$ cat src/rtl/smbp_pkg.sv
/*
 package for the two-wire master with boot probe: timing, control
 byte layout, probe codes and engine operations.
 assumes a 50 MHz system clock.
*/
package smbp_pkg;
   // timing
   localparam int CLK_PERIOD_NS = 20;
   localparam int SCL_PERIOD_NS = 10000;
   localparam int QUARTER_CYC   = SCL_PERIOD_NS / CLK_PERIOD_NS / 4;

   // control byte fields
   localparam logic [3:0] EE_TYPE_NIBBLE = 4'ha;
   localparam logic [2:0] EE_SUB_ONE     = 3'h0;
   localparam logic [2:0] EE_SUB_TWO     = 3'h1;
   localparam logic       DIR_WRITE      = 1'b0;
   localparam logic       DIR_READ       = 1'b1;
   localparam logic [7:0] CTL_PROBE_ONE  = 8'ha1;
   localparam logic [7:0] CTL_PROBE_TWO  = 8'ha3;
   localparam logic [7:0] PTR_ZERO       = 8'h00;

   // first-byte codes and stored bytes
   localparam logic [7:0] HDR_ID_ONLY = 8'hb0;
   localparam logic [7:0] HDR_LOAD    = 8'hb2;
   localparam int         ID_BYTES    = 6;

   // probe result codes
   localparam logic [1:0] RES_NONE = 2'h0;
   localparam logic [1:0] RES_ONE  = 2'h1;
   localparam logic [1:0] RES_TWO  = 2'h2;

   typedef enum logic [1:0] {
      OP_START = 2'h0,
      OP_WRITE = 2'h1,
      OP_READ  = 2'h2,
      OP_STOP  = 2'h3
   } smbp_op_type;
endpackage

$ cat src/rtl/smbp_bit_engine.sv
/*
 bit engine: start, stop and nine-clock byte transfers on open-drain
 clock and data lines, with clock stretching and contention check.
 assumes pin inputs asynchronous; synchronised here by two flops.
*/
module smbp_bit_engine #(
   parameter int QUARTER = smbp_pkg::QUARTER_CYC
) (
   input  wire logic               clock,
   input  wire logic               nrst,
   input  wire logic               op_valid,
   input  wire smbp_pkg::smbp_op_type op,
   input  wire logic [7:0]         tx,
   input  wire logic               nack,
   input  wire logic               scl_in,
   input  wire logic               sda_in,
   output logic                    scl_oe_n,
   output logic                    sda_oe_n,
   output logic                    done,
   output logic [7:0]              rx,
   output logic                    acked,
   output logic                    fault
);
   import smbp_pkg::*;

   if (QUARTER < 2) begin : g_bad_quarter
      $error("QUARTER must be at least 2");
   end

   typedef enum logic [1:0] {
      E_IDLE  = 2'h0,
      E_START = 2'h1,
      E_BIT   = 2'h2,
      E_STOP  = 2'h3
   } smbp_eng_type;

   localparam int CW = $clog2(QUARTER);

   smbp_eng_type st_r, st_nxt;
   smbp_op_type  op_r, op_nxt;
   logic [CW-1:0] cnt_r, cnt_nxt;
   logic [1:0]    ph_r, ph_nxt;
   logic [3:0]    bit_r, bit_nxt;
   logic [7:0]    sh_r, sh_nxt;
   logic          nack_r, nack_nxt;
   logic          ack_r, ack_nxt;
   logic          flt_r, flt_nxt;
   logic          done_r, done_nxt;
   logic          scl_oe_n_r, scl_oe_n_nxt;
   logic          sda_oe_n_r, sda_oe_n_nxt;
   logic          scl_s1_r, scl_s2_r, sda_s1_r, sda_s2_r;
   logic          bsda;
   logic [1:0]    lo;

   // line pattern {scl_low, sda_low} for a state and phase
   function automatic logic [1:0] pat(smbp_eng_type s, logic [1:0] p,
                                      logic [1:0] cur, logic b);
      logic [1:0] r;
      r = cur;
      unique case (s)
         E_START: r = (p == 2'h0) ? {cur[1], 1'b0} :
                      (p == 2'h1) ? 2'b00 :
                      (p == 2'h2) ? 2'b01 : 2'b11;
         E_BIT:   r = (p == 2'h0) ? {1'b1, b} :
                      (p == 2'h3) ? {1'b1, cur[0]} : {1'b0, b};
         E_STOP:  r = (p == 2'h0) ? 2'b11 :
                      (p == 2'h1) ? 2'b01 : 2'b00;
         E_IDLE:  r = cur;
      endcase
      return r;
   endfunction

   always_comb begin
      st_nxt = st_r;
      op_nxt = op_r;
      cnt_nxt = cnt_r;
      ph_nxt = ph_r;
      bit_nxt = bit_r;
      sh_nxt = sh_r;
      nack_nxt = nack_r;
      ack_nxt = ack_r;
      flt_nxt = flt_r;
      done_nxt = 1'b0;
      if (st_r == E_IDLE) begin
         cnt_nxt = '0;
         if (op_valid) begin
            st_nxt = (op == OP_START) ? E_START :
                     (op == OP_STOP) ? E_STOP : E_BIT;
            op_nxt = op;
            ph_nxt = 2'h0;
            bit_nxt = 4'h0;
            sh_nxt = tx;
            nack_nxt = nack;
            ack_nxt = 1'b0;
            flt_nxt = 1'b0;
         end
      end else if (scl_oe_n_r && !scl_s2_r) begin
         cnt_nxt = '0;  // slave holds the clock low
      end else if (cnt_r != CW'(QUARTER - 1)) begin
         cnt_nxt = cnt_r + 1'b1;
      end else begin
         cnt_nxt = '0;
         ph_nxt = ph_r + 2'h1;
         if (st_r == E_BIT && ph_r == 2'h2) begin
            if (bit_r == 4'h8) begin
               ack_nxt = !sda_s2_r;
            end else begin
               sh_nxt = {sh_r[6:0], sda_s2_r};
               // released a one yet line is low: contention
               if (op_r == OP_WRITE && sda_oe_n_r && !sda_s2_r) begin
                  flt_nxt = 1'b1;
                  st_nxt = E_IDLE;
                  done_nxt = 1'b1;
               end
            end
         end
         if (ph_r == 2'h3) begin
            if (st_r == E_BIT && bit_r != 4'h8) begin
               bit_nxt = bit_r + 4'h1;
            end else begin
               st_nxt = E_IDLE;
               done_nxt = 1'b1;
            end
         end
      end
      bsda = (bit_nxt == 4'h8) ? (op_nxt == OP_READ && !nack_nxt)
                               : (op_nxt == OP_WRITE && !sh_nxt[7]);
      lo = pat(st_nxt, ph_nxt, {!scl_oe_n_r, !sda_oe_n_r}, bsda);
      if (st_nxt == E_IDLE && flt_nxt) begin
         lo[0] = 1'b0;
      end
      scl_oe_n_nxt = !lo[1];
      sda_oe_n_nxt = !lo[0];
   end

   always_ff @(posedge clock) begin
      scl_s1_r <= scl_in;
      scl_s2_r <= scl_s1_r;
      sda_s1_r <= sda_in;
      sda_s2_r <= sda_s1_r;
      if (!nrst) begin
         st_r <= E_IDLE;
         op_r <= OP_START;
         cnt_r <= '0;
         ph_r <= 2'h0;
         bit_r <= 4'h0;
         sh_r <= 8'h00;
         nack_r <= 1'b0;
         ack_r <= 1'b0;
         flt_r <= 1'b0;
         done_r <= 1'b0;
         scl_oe_n_r <= 1'b1;
         sda_oe_n_r <= 1'b1;
      end else begin
         st_r <= st_nxt;
         op_r <= op_nxt;
         cnt_r <= cnt_nxt;
         ph_r <= ph_nxt;
         bit_r <= bit_nxt;
         sh_r <= sh_nxt;
         nack_r <= nack_nxt;
         ack_r <= ack_nxt;
         flt_r <= flt_nxt;
         done_r <= done_nxt;
         scl_oe_n_r <= scl_oe_n_nxt;
         sda_oe_n_r <= sda_oe_n_nxt;
      end
   end

   assign scl_oe_n = scl_oe_n_r;
   assign sda_oe_n = sda_oe_n_r;
   assign done = done_r;
   assign rx = sh_r;
   assign acked = ack_r;
   assign fault = flt_r;
endmodule

$ cat src/rtl/smbp_master.sv
/*
 two-wire master with processor byte interface and power-on boot probe.
 assumes processor strobes are one-cycle pulses on the same clock and
 that bus pins are open drain with external pull-ups.
*/
// Notes on behaviour
// - first buffer read clocks in first byte
// - each buffer read returns byte, starts next
// - final flag makes next reception not acknowledged
// - read with stop set starts no reception
// - byte done raises serial interrupt when enabled
// - boot probe runs after reset, reads first byte
// - pointer reset: write control, zero address bytes
// - one zero byte or two, by type
// - probe one: control 10100001, ack means one-byte
// - probe two: 10100011, no ack means none
// - first byte B0 or B2 valid; copy six
// - probe result: 00 none, 01 one, 10 two
module smbp_master #(
   parameter int LOAD_LEN = 16,
   parameter int AW       = 8,
   parameter int QUARTER  = smbp_pkg::QUARTER_CYC
) (
   input  wire logic            clock,
   input  wire logic            nrst,
   input  wire logic            set_start,
   input  wire logic            set_stop,
   input  wire logic            set_final_read,
   input  wire logic            buf_wr,
   input  wire logic [7:0]      buf_wdata,
   input  wire logic            buf_rd,
   input  wire logic            ctl_stat_rd,
   input  wire logic            irq_enable,
   input  wire logic            scl_in,
   input  wire logic            sda_in,
   output logic                 scl_out,
   output logic                 scl_oe_n,
   output logic                 sda_out,
   output logic                 sda_oe_n,
   output logic [7:0]           serial_byte_buffer,
   output logic                 start_flag,
   output logic                 stop_flag,
   output logic                 final_read_flag,
   output logic                 probe_result_hi,
   output logic                 probe_result_lo,
   output logic                 bus_fault_flag,
   output logic                 ack_flag,
   output logic                 done_flag,
   output logic                 serial_irq_line,
   output logic                 boot_busy,
   output logic [8*smbp_pkg::ID_BYTES-1:0] boot_id_bytes,
   output logic                 ram_we,
   output logic [AW-1:0]        ram_addr,
   output logic [7:0]           ram_data
);
   import smbp_pkg::*;

   localparam int LAST = ID_BYTES + LOAD_LEN;
   localparam int NW   = $clog2(LAST + 1);
   if (LOAD_LEN < 1 || LOAD_LEN > 2**AW) begin : g_bad_len
      $error("LOAD_LEN must be 1 to 2**AW");
   end

   typedef enum logic [3:0] {
      B_PSTART = 4'h0, B_PADDR  = 4'h1, B_PDUMMY = 4'h2, B_PSTOP = 4'h3,
      B_WSTART = 4'h4, B_WCTRL  = 4'h5, B_WZERO  = 4'h6, B_RSTART = 4'h7,
      B_RCTRL  = 4'h8, B_RDATA  = 4'h9, B_FSTOP  = 4'ha, B_DONE  = 4'hb
   } smbp_boot_type;
   typedef enum logic [1:0] {
      C_IDLE = 2'h0, C_START = 2'h1, C_BYTE = 2'h2, C_STOP = 2'h3
   } smbp_cpu_type;

   smbp_boot_type bst_r, bst_nxt;
   smbp_cpu_type  cst_r, cst_nxt;
   smbp_op_type   eop_r, eop_nxt;
   logic [7:0] etx_r, etx_nxt, rx_r, rx_nxt, hold_r, hold_nxt;
   logic [7:0] hdr_r, hdr_nxt, rdat_r, rdat_nxt;
   logic [NW-1:0] cnt_r, cnt_nxt;
   logic [AW-1:0] radr_r, radr_nxt;
   logic [1:0] res_r, res_nxt;
   logic [8*ID_BYTES-1:0] idb_r, idb_nxt;
   logic ev_r, ev_nxt, enk_r, enk_nxt, iss_r, iss_nxt;
   logic sub_r, sub_nxt, fnd_r, fnd_nxt, busy_r, busy_nxt;
   logic rwe_r, rwe_nxt;
   logic stf_r, stf_nxt, spf_r, spf_nxt, lf_r, lf_nxt;
   logic flt_r, flt_nxt, ack_r, ack_nxt, dn_r, dn_nxt, irq_r, irq_nxt;
   logic rdg_r, rdg_nxt, pend_r, pend_nxt, pa_r, pa_nxt, pf_r, pf_nxt;
   logic e_done, e_ack, e_flt;
   logic [7:0] e_rx;

   smbp_bit_engine #(.QUARTER(QUARTER)) u_eng (
      .clock    (clock),
      .nrst     (nrst),
      .op_valid (ev_r),
      .op       (eop_r),
      .tx       (etx_r),
      .nack     (enk_r),
      .scl_in   (scl_in),
      .sda_in   (sda_in),
      .scl_oe_n (scl_oe_n),
      .sda_oe_n (sda_oe_n),
      .done     (e_done),
      .rx       (e_rx),
      .acked    (e_ack),
      .fault    (e_flt)
   );

   function automatic smbp_op_type boot_op(smbp_boot_type s);
      unique case (s)
         B_PSTART, B_WSTART, B_RSTART: return OP_START;
         B_PDUMMY, B_RDATA:            return OP_READ;
         B_PSTOP, B_FSTOP, B_DONE:     return OP_STOP;
         default:                      return OP_WRITE;
      endcase
   endfunction

   always_comb begin
      bst_nxt = bst_r; cst_nxt = cst_r; eop_nxt = eop_r; etx_nxt = etx_r;
      rx_nxt = rx_r; hold_nxt = hold_r; hdr_nxt = hdr_r; cnt_nxt = cnt_r;
      radr_nxt = radr_r; rdat_nxt = rdat_r; res_nxt = res_r;
      idb_nxt = idb_r; ev_nxt = 1'b0; enk_nxt = enk_r; iss_nxt = iss_r;
      sub_nxt = sub_r; fnd_nxt = fnd_r; busy_nxt = busy_r; rwe_nxt = 1'b0;
      stf_nxt = stf_r; spf_nxt = spf_r; lf_nxt = lf_r; flt_nxt = flt_r;
      ack_nxt = ack_r; dn_nxt = dn_r; irq_nxt = irq_r; rdg_nxt = rdg_r;
      pend_nxt = pend_r; pa_nxt = pa_r; pf_nxt = pf_r;
      if (bst_r != B_DONE) begin
         if (!iss_r) begin  // issue this step's bus operation
            ev_nxt = 1'b1;
            iss_nxt = 1'b1;
            eop_nxt = boot_op(bst_r);
            enk_nxt = (bst_r == B_PDUMMY) ||
                      (cnt_r == NW'(hdr_r == HDR_LOAD ? LAST : ID_BYTES));
            etx_nxt = (bst_r == B_WZERO) ? PTR_ZERO :
                      {EE_TYPE_NIBBLE, sub_r ? EE_SUB_TWO : EE_SUB_ONE,
                       (bst_r == B_WCTRL) ? DIR_WRITE : DIR_READ};
         end else if (e_done) begin
            iss_nxt = 1'b0;
            unique case (bst_r)
               B_PSTART: bst_nxt = B_PADDR;
               B_PADDR: begin
                  fnd_nxt = e_ack;
                  bst_nxt = e_ack ? B_PDUMMY : B_PSTOP;
               end
               B_PDUMMY: bst_nxt = B_PSTOP;  // data discarded
               B_PSTOP: begin
                  if (fnd_r) bst_nxt = B_WSTART;
                  else if (!sub_r) begin
                     sub_nxt = 1'b1;
                     bst_nxt = B_PSTART;
                  end else bst_nxt = B_FSTOP;
               end
               B_WSTART: bst_nxt = B_WCTRL;
               B_WCTRL: begin
                  cnt_nxt = '0;
                  bst_nxt = e_ack ? B_WZERO : B_FSTOP;
               end
               B_WZERO: begin  // one or two zero bytes
                  cnt_nxt = cnt_r + 1'b1;
                  if (cnt_r == NW'(sub_r)) bst_nxt = B_RSTART;
               end
               B_RSTART: bst_nxt = B_RCTRL;
               B_RCTRL: begin
                  cnt_nxt = '0;
                  bst_nxt = e_ack ? B_RDATA : B_FSTOP;
               end
               B_RDATA: begin
                  cnt_nxt = cnt_r + 1'b1;
                  if (cnt_r == '0) begin
                     hdr_nxt = e_rx;
                     if (e_rx == HDR_ID_ONLY || e_rx == HDR_LOAD)
                        res_nxt = sub_r ? RES_TWO : RES_ONE;
                     else bst_nxt = B_FSTOP;
                  end else if (cnt_r <= NW'(ID_BYTES)) begin
                     idb_nxt = {idb_r[8*ID_BYTES-9:0], e_rx};
                  end else begin
                     rwe_nxt = 1'b1;
                     radr_nxt = AW'(cnt_r - NW'(ID_BYTES + 1));
                     rdat_nxt = e_rx;
                  end
                  if (e_flt || cnt_r == NW'(hdr_r == HDR_LOAD ? LAST
                                                         : ID_BYTES))
                     bst_nxt = B_FSTOP;
               end
               B_FSTOP: begin
                  bst_nxt = B_DONE;
                  busy_nxt = 1'b0;
               end
               default: bst_nxt = B_DONE;
            endcase
         end
      end else begin
         if (ctl_stat_rd) irq_nxt = 1'b0;
         if (buf_wr || buf_rd) begin
            dn_nxt = 1'b0;
            flt_nxt = 1'b0;
            irq_nxt = 1'b0;
         end
         if (set_start) stf_nxt = 1'b1;
         if (set_final_read) lf_nxt = 1'b1;
         if (set_stop) spf_nxt = 1'b1;
         unique case (cst_r)
            C_IDLE: begin
               if (buf_wr) begin
                  ev_nxt = 1'b1;
                  hold_nxt = buf_wdata;
                  etx_nxt = buf_wdata;
                  if (stf_r) begin
                     rdg_nxt = buf_wdata[0];
                     eop_nxt = OP_START;
                     cst_nxt = C_START;
                  end else begin
                     eop_nxt = OP_WRITE;
                     cst_nxt = C_BYTE;
                  end
               end else if (buf_rd && rdg_r && !spf_r) begin
                  ev_nxt = 1'b1;
                  eop_nxt = OP_READ;
                  enk_nxt = lf_r;
                  cst_nxt = C_BYTE;
               end else if (spf_r) begin
                  ev_nxt = 1'b1;
                  eop_nxt = OP_STOP;
                  pend_nxt = 1'b0;
                  cst_nxt = C_STOP;
               end
            end
            C_START: if (e_done) begin
               ev_nxt = 1'b1;
               eop_nxt = OP_WRITE;
               etx_nxt = hold_r;
               cst_nxt = C_BYTE;
            end
            C_BYTE: if (e_done) begin
               stf_nxt = set_start;
               lf_nxt = set_final_read;
               if (eop_r == OP_READ) rx_nxt = e_rx;
               if (spf_r || set_stop) begin  // status waits for stop
                  pend_nxt = 1'b1;
                  pa_nxt = e_ack;
                  pf_nxt = e_flt;
                  ev_nxt = 1'b1;
                  eop_nxt = OP_STOP;
                  cst_nxt = C_STOP;
               end else begin
                  dn_nxt = 1'b1;
                  ack_nxt = e_ack;
                  flt_nxt = e_flt;
                  if (irq_enable) irq_nxt = 1'b1;
                  cst_nxt = C_IDLE;
               end
            end
            C_STOP: if (e_done) begin
               spf_nxt = 1'b0;
               rdg_nxt = 1'b0;
               cst_nxt = C_IDLE;
               if (pend_r) begin
                  dn_nxt = 1'b1;
                  ack_nxt = pa_r;
                  flt_nxt = pf_r;
                  if (irq_enable) irq_nxt = 1'b1;
               end
            end
         endcase
      end
   end

   always_ff @(posedge clock) begin
      if (!nrst) begin
         bst_r <= B_PSTART; cst_r <= C_IDLE; eop_r <= OP_START;
         etx_r <= 8'h00; rx_r <= 8'h00; hold_r <= 8'h00; hdr_r <= 8'h00;
         cnt_r <= '0; radr_r <= '0; rdat_r <= 8'h00; res_r <= RES_NONE;
         idb_r <= '0; ev_r <= 1'b0; enk_r <= 1'b0; iss_r <= 1'b0;
         sub_r <= 1'b0; fnd_r <= 1'b0; busy_r <= 1'b1; rwe_r <= 1'b0;
         stf_r <= 1'b0; spf_r <= 1'b0; lf_r <= 1'b0; flt_r <= 1'b0;
         ack_r <= 1'b0; dn_r <= 1'b0; irq_r <= 1'b0; rdg_r <= 1'b0;
         pend_r <= 1'b0; pa_r <= 1'b0; pf_r <= 1'b0;
      end else begin
         bst_r <= bst_nxt; cst_r <= cst_nxt; eop_r <= eop_nxt;
         etx_r <= etx_nxt; rx_r <= rx_nxt; hold_r <= hold_nxt;
         hdr_r <= hdr_nxt; cnt_r <= cnt_nxt; radr_r <= radr_nxt;
         rdat_r <= rdat_nxt; res_r <= res_nxt; idb_r <= idb_nxt;
         ev_r <= ev_nxt; enk_r <= enk_nxt; iss_r <= iss_nxt;
         sub_r <= sub_nxt; fnd_r <= fnd_nxt; busy_r <= busy_nxt;
         rwe_r <= rwe_nxt; stf_r <= stf_nxt; spf_r <= spf_nxt;
         lf_r <= lf_nxt; flt_r <= flt_nxt; ack_r <= ack_nxt;
         dn_r <= dn_nxt; irq_r <= irq_nxt; rdg_r <= rdg_nxt;
         pend_r <= pend_nxt; pa_r <= pa_nxt; pf_r <= pf_nxt;
      end
   end

   assign scl_out = 1'b0;
   assign sda_out = 1'b0;
   assign serial_byte_buffer = rx_r;
   assign start_flag = stf_r;
   assign stop_flag = spf_r;
   assign final_read_flag = lf_r;
   assign probe_result_hi = res_r[1];
   assign probe_result_lo = res_r[0];
   assign bus_fault_flag = flt_r;
   assign ack_flag = ack_r;
   assign done_flag = dn_r;
   assign serial_irq_line = irq_r;
   assign boot_busy = busy_r;
   assign boot_id_bytes = idb_r;
   assign ram_we = rwe_r;
   assign ram_addr = radr_r;
   assign ram_data = rdat_r;

   logic cpu_rd_go;
   assign cpu_rd_go = bst_r == B_DONE && cst_r == C_IDLE && !buf_wr &&
                      buf_rd && rdg_r && !spf_r;
endmodule

$ cat config.mk
export PLATFORM = sky130hd
export DESIGN_NAME = smbp_master
export DESIGN_NICKNAME = d
export VERILOG_FILES = /design/src/rtl/smbp_pkg.sv /design/src/rtl/smbp_bit_engine.sv /design/src/rtl/smbp_master.sv
export SDC_FILE = /design/constraint.sdc
export NUM_CORES = 1
export LEC_CHECK = 0
export BUFFER_PORTS_ARGS = -buffer_cell sky130_fd_sc_hd__buf_2
export CORE_MARGIN = 5
export CORE_UTILIZATION = 35
export DETAILED_ROUTE_END_ITERATION = 7
export PLACE_DENSITY = 0.58
export SYNTH_ARGS = -nofsm -noshare
export SYNTH_HDL_FRONTEND = slang
export SYNTH_SLANG_ARGS = --single-unit
export TNS_END_PERCENT = 20
$ cat constraint.sdc
create_clock -name clock -period 3.1 [get_ports clock]
set_clock_uncertainty 0.15 [all_clocks]
set_input_delay 0.465 -clock clock [delete_from_list [all_inputs] [get_ports clock]]
set_output_delay 0.465 -clock clock [all_outputs]
set_load 0.02 [all_outputs]
==> flow_metrics.env <==
export IMPL_tns_ps=0
export IMPL_grt_max_degree=111
export IMPL_ff2ff_path_depth=12
export IMPL_p_sw_share_pct=23.4
export IMPL_status="completed"
export IMPL_rows=53
export IMPL_antennaDiodeCount=0
export IMPL_die_y_um=155
export IMPL_route_detailed_drc=0
export IMPL_critPathKind="flip-flop to flip-flop"
export IMPL_p_comb_share_pct=3.1
export IMPL_fin_crit_sh_pct=89.1
export IMPL_cp_required_ps=3270
export IMPL_dr_first_iter_drc_count=353
export IMPL_grt_pass1_wl_um=31500
export IMPL_relSlewSlack_pct=60.9
export IMPL_drive_above_1_share_pct=18.6
export IMPL_finalNetCount=1012
export IMPL_core_area_um2=20900
export IMPL_min_period_ps=2760
export IMPL_synth_seq_cells=164
export IMPL_cp_startpoint="u_eng.cnt_r[0]"
export IMPL_viasPerCell=5.02
export IMPL_dieArea_um2=24100
export IMPL_start_util_pct=35.4
export IMPL_min_path_type="primary input to flip-flop"
export IMPL_root_buffer="clkbuf_16"
export IMPL_worst_pin_slew_ps=585
export IMPL_synth_edf_count=0
export IMPL_ir_worst_vdd_v=0.000406
export IMPL_internal_power_uw=3460
export IMPL_vias=6331
export IMPL_cts_sinks=164
export IMPL_report_final_slew_viol_count=0
export IMPL_ff2ff_setup_slack_ps=340
export IMPL_cts_inserted_buffers=17
export IMPL_holdPathEnd="serial_irq_line"
export IMPL_antenna_found_initial=0
export IMPL_first_global_vias=5917
export IMPL_clk_latency_ps=440
export IMPL_rsz0062_at_grt="no"
export IMPL_achievable_frequency_ghz=0.362
export IMPL_routedWlPerCell_um=15.6
export IMPL_crit_path_max_incr_delay_ps=460
export IMPL_drv_cap=0
export IMPL_ios=106
export IMPL_synthToLayoutAreaGrowth_pct=19.5
export IMPL_startpoint_type="flip-flop"
export IMPL_slowest_stage="or4_1"
export IMPL_post_cts_setup_buffer_count=0
export IMPL_cts_hold_buf=2
export IMPL_r2r_end="u_eng.sda_oe_n"
export IMPL_synth_largest_area_cell="dfxtp_1"
export IMPL_r2r_start="u_eng.cnt_r[0]"
export IMPL_power_per_cell_area_nw_per_um2=512
export IMPL_syn_inst=881
export IMPL_worst_ep_arrival_time_ps=2930
export IMPL_cts_resized=0
export IMPL_end_kind="flip-flop"
export IMPL_port_buffers=103
export IMPL_avgSynthCellArea_um2=8.39
export IMPL_yosysSeqAreaShare_pct=44.4
export IMPL_whs_path_depth=3
export IMPL_netlist_top_cells_area="dfxtp_1, nand2_1, a21oi_1"
export IMPL_p_seq_share_pct=47.2
export IMPL_post_dp_hpwl_um=13700
export IMPL_gr_total_overflow=0
export IMPL_yosysTopAreaCellShare_pct=44.4
export IMPL_antenna_left=0
export IMPL_crit_path_max_fanout=4
export IMPL_globalRouteTotalUtil_pct=16.2
export IMPL_netlist_area_um2=7390
export IMPL_synth_ff_type="dfxtp_1"
export IMPL_clk_path_buf_depth=2
export IMPL_setup_viol=0
export IMPL_crit_path_cell_trace="inv_1 -> ha_1 -> and2_1 -> nand3_1 -> nor2_1 -> mux2i_1 -> inv_1 -> ha_1 -> nor2b_1 -> or4_1 -> nor4_1 -> o31ai_1"
export IMPL_drt_pass1_iter_count=5
export IMPL_finalHoldViolations=0
export IMPL_die_w_um=155
export IMPL_synth_distinct_cells=77
export IMPL_ys_warn_count=0
export IMPL_cts_tree="yes"
export IMPL_gp_congestion=0.876
export IMPL_p_sw_uw=1060
export IMPL_htreeDepth=4
export IMPL_synthArstFlopShare_pct=0
export IMPL_p_leak_uw=0.00352
export IMPL_postRouteWirelength_um=19700
export IMPL_clockPowerShare_pct=49.7
export IMPL_path_clk_slew_ps=70
export IMPL_hp_start="irq_enable"
export IMPL_fin_util_pct=42.3
-- through the flow --
step / hold WS [ps] / power [uW] / setup WS, ps / instances / cell area [um^2]
after floorplan: 160 / 2270 / 444 / 882 / 7390
after global placement: 163 / 2320 / 433 / 1227 / 8200
after detailed placement: 164 / 2320 / 384 / 1227 / 8200
after CTS: 110 / 4570 / 354 / 1261 / 8830
after global routing: 131 / 4680 / 117 / 1261 / 8830
final: 128 / 4520 / 337 / 1261 / 8830
-- cells in the mapped netlist, types with 3 or more instances --
| master | instances |
|---|---|
| dfxtp_1 | 164 |
| mux2_2 | 7 |
| buf_2 | 10 |
| mux2i_1 | 50 |
| a21oi_1 | 102 |
| and2_1 | 6 |
| a211o_1 | 4 |
| or4_1 | 4 |
| xor2_1 | 4 |
| nand3_1 | 19 |
| clkbuf_1 | 37 |
| nor3_1 | 11 |
| buf_4 | 6 |
| or3_1 | 4 |
| nor2_1 | 106 |
| nand2b_1 | 6 |
| o21a_1 | 4 |
| nand4_1 | 4 |
| nand2_1 | 155 |
| nand3b_1 | 7 |
| a31oi_1 | 6 |
| nor3b_1 | 3 |
| o21ai_0 | 15 |
| xnor2_1 | 7 |
| a22oi_1 | 13 |
| nand4b_1 | 3 |
| o21ai_1 | 3 |
| and3_1 | 4 |
| a211oi_1 | 9 |
| nor4_1 | 3 |
| inv_1 | 25 |
| ha_1 | 20 |
| nor2b_1 | 6 |
-- power by group through the flow --
stage	clock, uW	combinational, uW	sequential [uW]
final	2250	139	2140
after global routing	2390	153	2140
after CTS	2300	140	2130
after detailed placement	0	137	2180
after global placement	0	138	2180
after floorplan	0	91.2	2180
-- layout make-up --
cell class	count	area (um^2)
clock buffer	18	429
clock inverter	14	185
fill	2060	12100
inverter	26	100
multi-input combinational	637	3760
sequential	164	3280
tap	275	344
timing repair buffer	127	726
-- placed cells by master (no fill, tap or decap), types with 4 or more instances in the layout --
cell       synthesis  final
buf_2             10    103
ha_1              20     20
nor2_1           106    106
buf_4              6     20
nor2b_1            6      6
nand3_1           19     19
a211oi_1           9      9
clkbuf_16          0     17
inv_6              0      8
or4_1              4      4
mux2_2             7      7
mux2i_1           50     50
a21oi_1          102    102
a22oi_1           13     13
xnor2_1            7      7
nand4_1            4      4
inv_1             25     25
o21a_1             4      4
o21ai_0           15     15
and2_1             6      6
nand2b_1           6      6
nand2_1          155    155
dfxtp_1          164    164
a211o_1            4      4
nand3b_1           7      7
a31oi_1            6      6
nor3_1            11     10
or3_1              4      4
and3_1             4      4
xor2_1             4      4
-- sequential cells by signal (all words and copies together), names as in the netlist, 4 cells and up, named ones only --
register,flops
ram_data,8
u_eng.bit_r,4
u_eng.cnt_r,7
boot_id_bytes,48
serial_byte_buffer,8
hdr_r,8
ram_addr,6
cnt_r,5
u_eng.rx,8
bst_r,4
etx_r,8
hold_r,8
-- cell families after synthesis --
| family | synth area share (%) |
|---|---|
| AND/OR/NAND/NOR | 22.8 |
| AO/OA/AOI/OAI | 15.2 |
| flip-flops | 44.4 |
| buffers and inverters | 4.79 |
| multiplexers | 8.04 |
| adder cells (fa/ha/maj) | 3.39 |
| XOR/XNOR | 1.30 |
| other | 0.0507 |
-- layer usage --
layer  track usage, %  wire length [um]
met3             4.06               831
met5                0                 0
met4             5.75               321
met1             22.1              9570
met2             25.1              8960
-- worst max-delay path by stage --
| stage | endpoint | slack, ps |
|---|---|---|
| 6_report | u_eng.sda_oe_n | 340 |
| 5_1_grt | u_eng.sda_oe_n | 120 |
| 4_1_cts | u_eng.sda_oe_n | 350 |
| 3_5_place_dp | u_eng.sda_oe_n | 380 |
| 3_3_place_gp | flip-flop | 430 |
| 2_1_floorplan | u_eng.sda_oe_n | 440 |
-- worst max-delay path, delay by kind of cell, from the launching register on --
kind,cells,cell delay [ps]
compound gates,1,110
fa+ha+maj,2,310
buf+inv,2,160
flops,1,330
mux,1,160
simple gates,6,1410
Power figures use the tool's default switching activity.
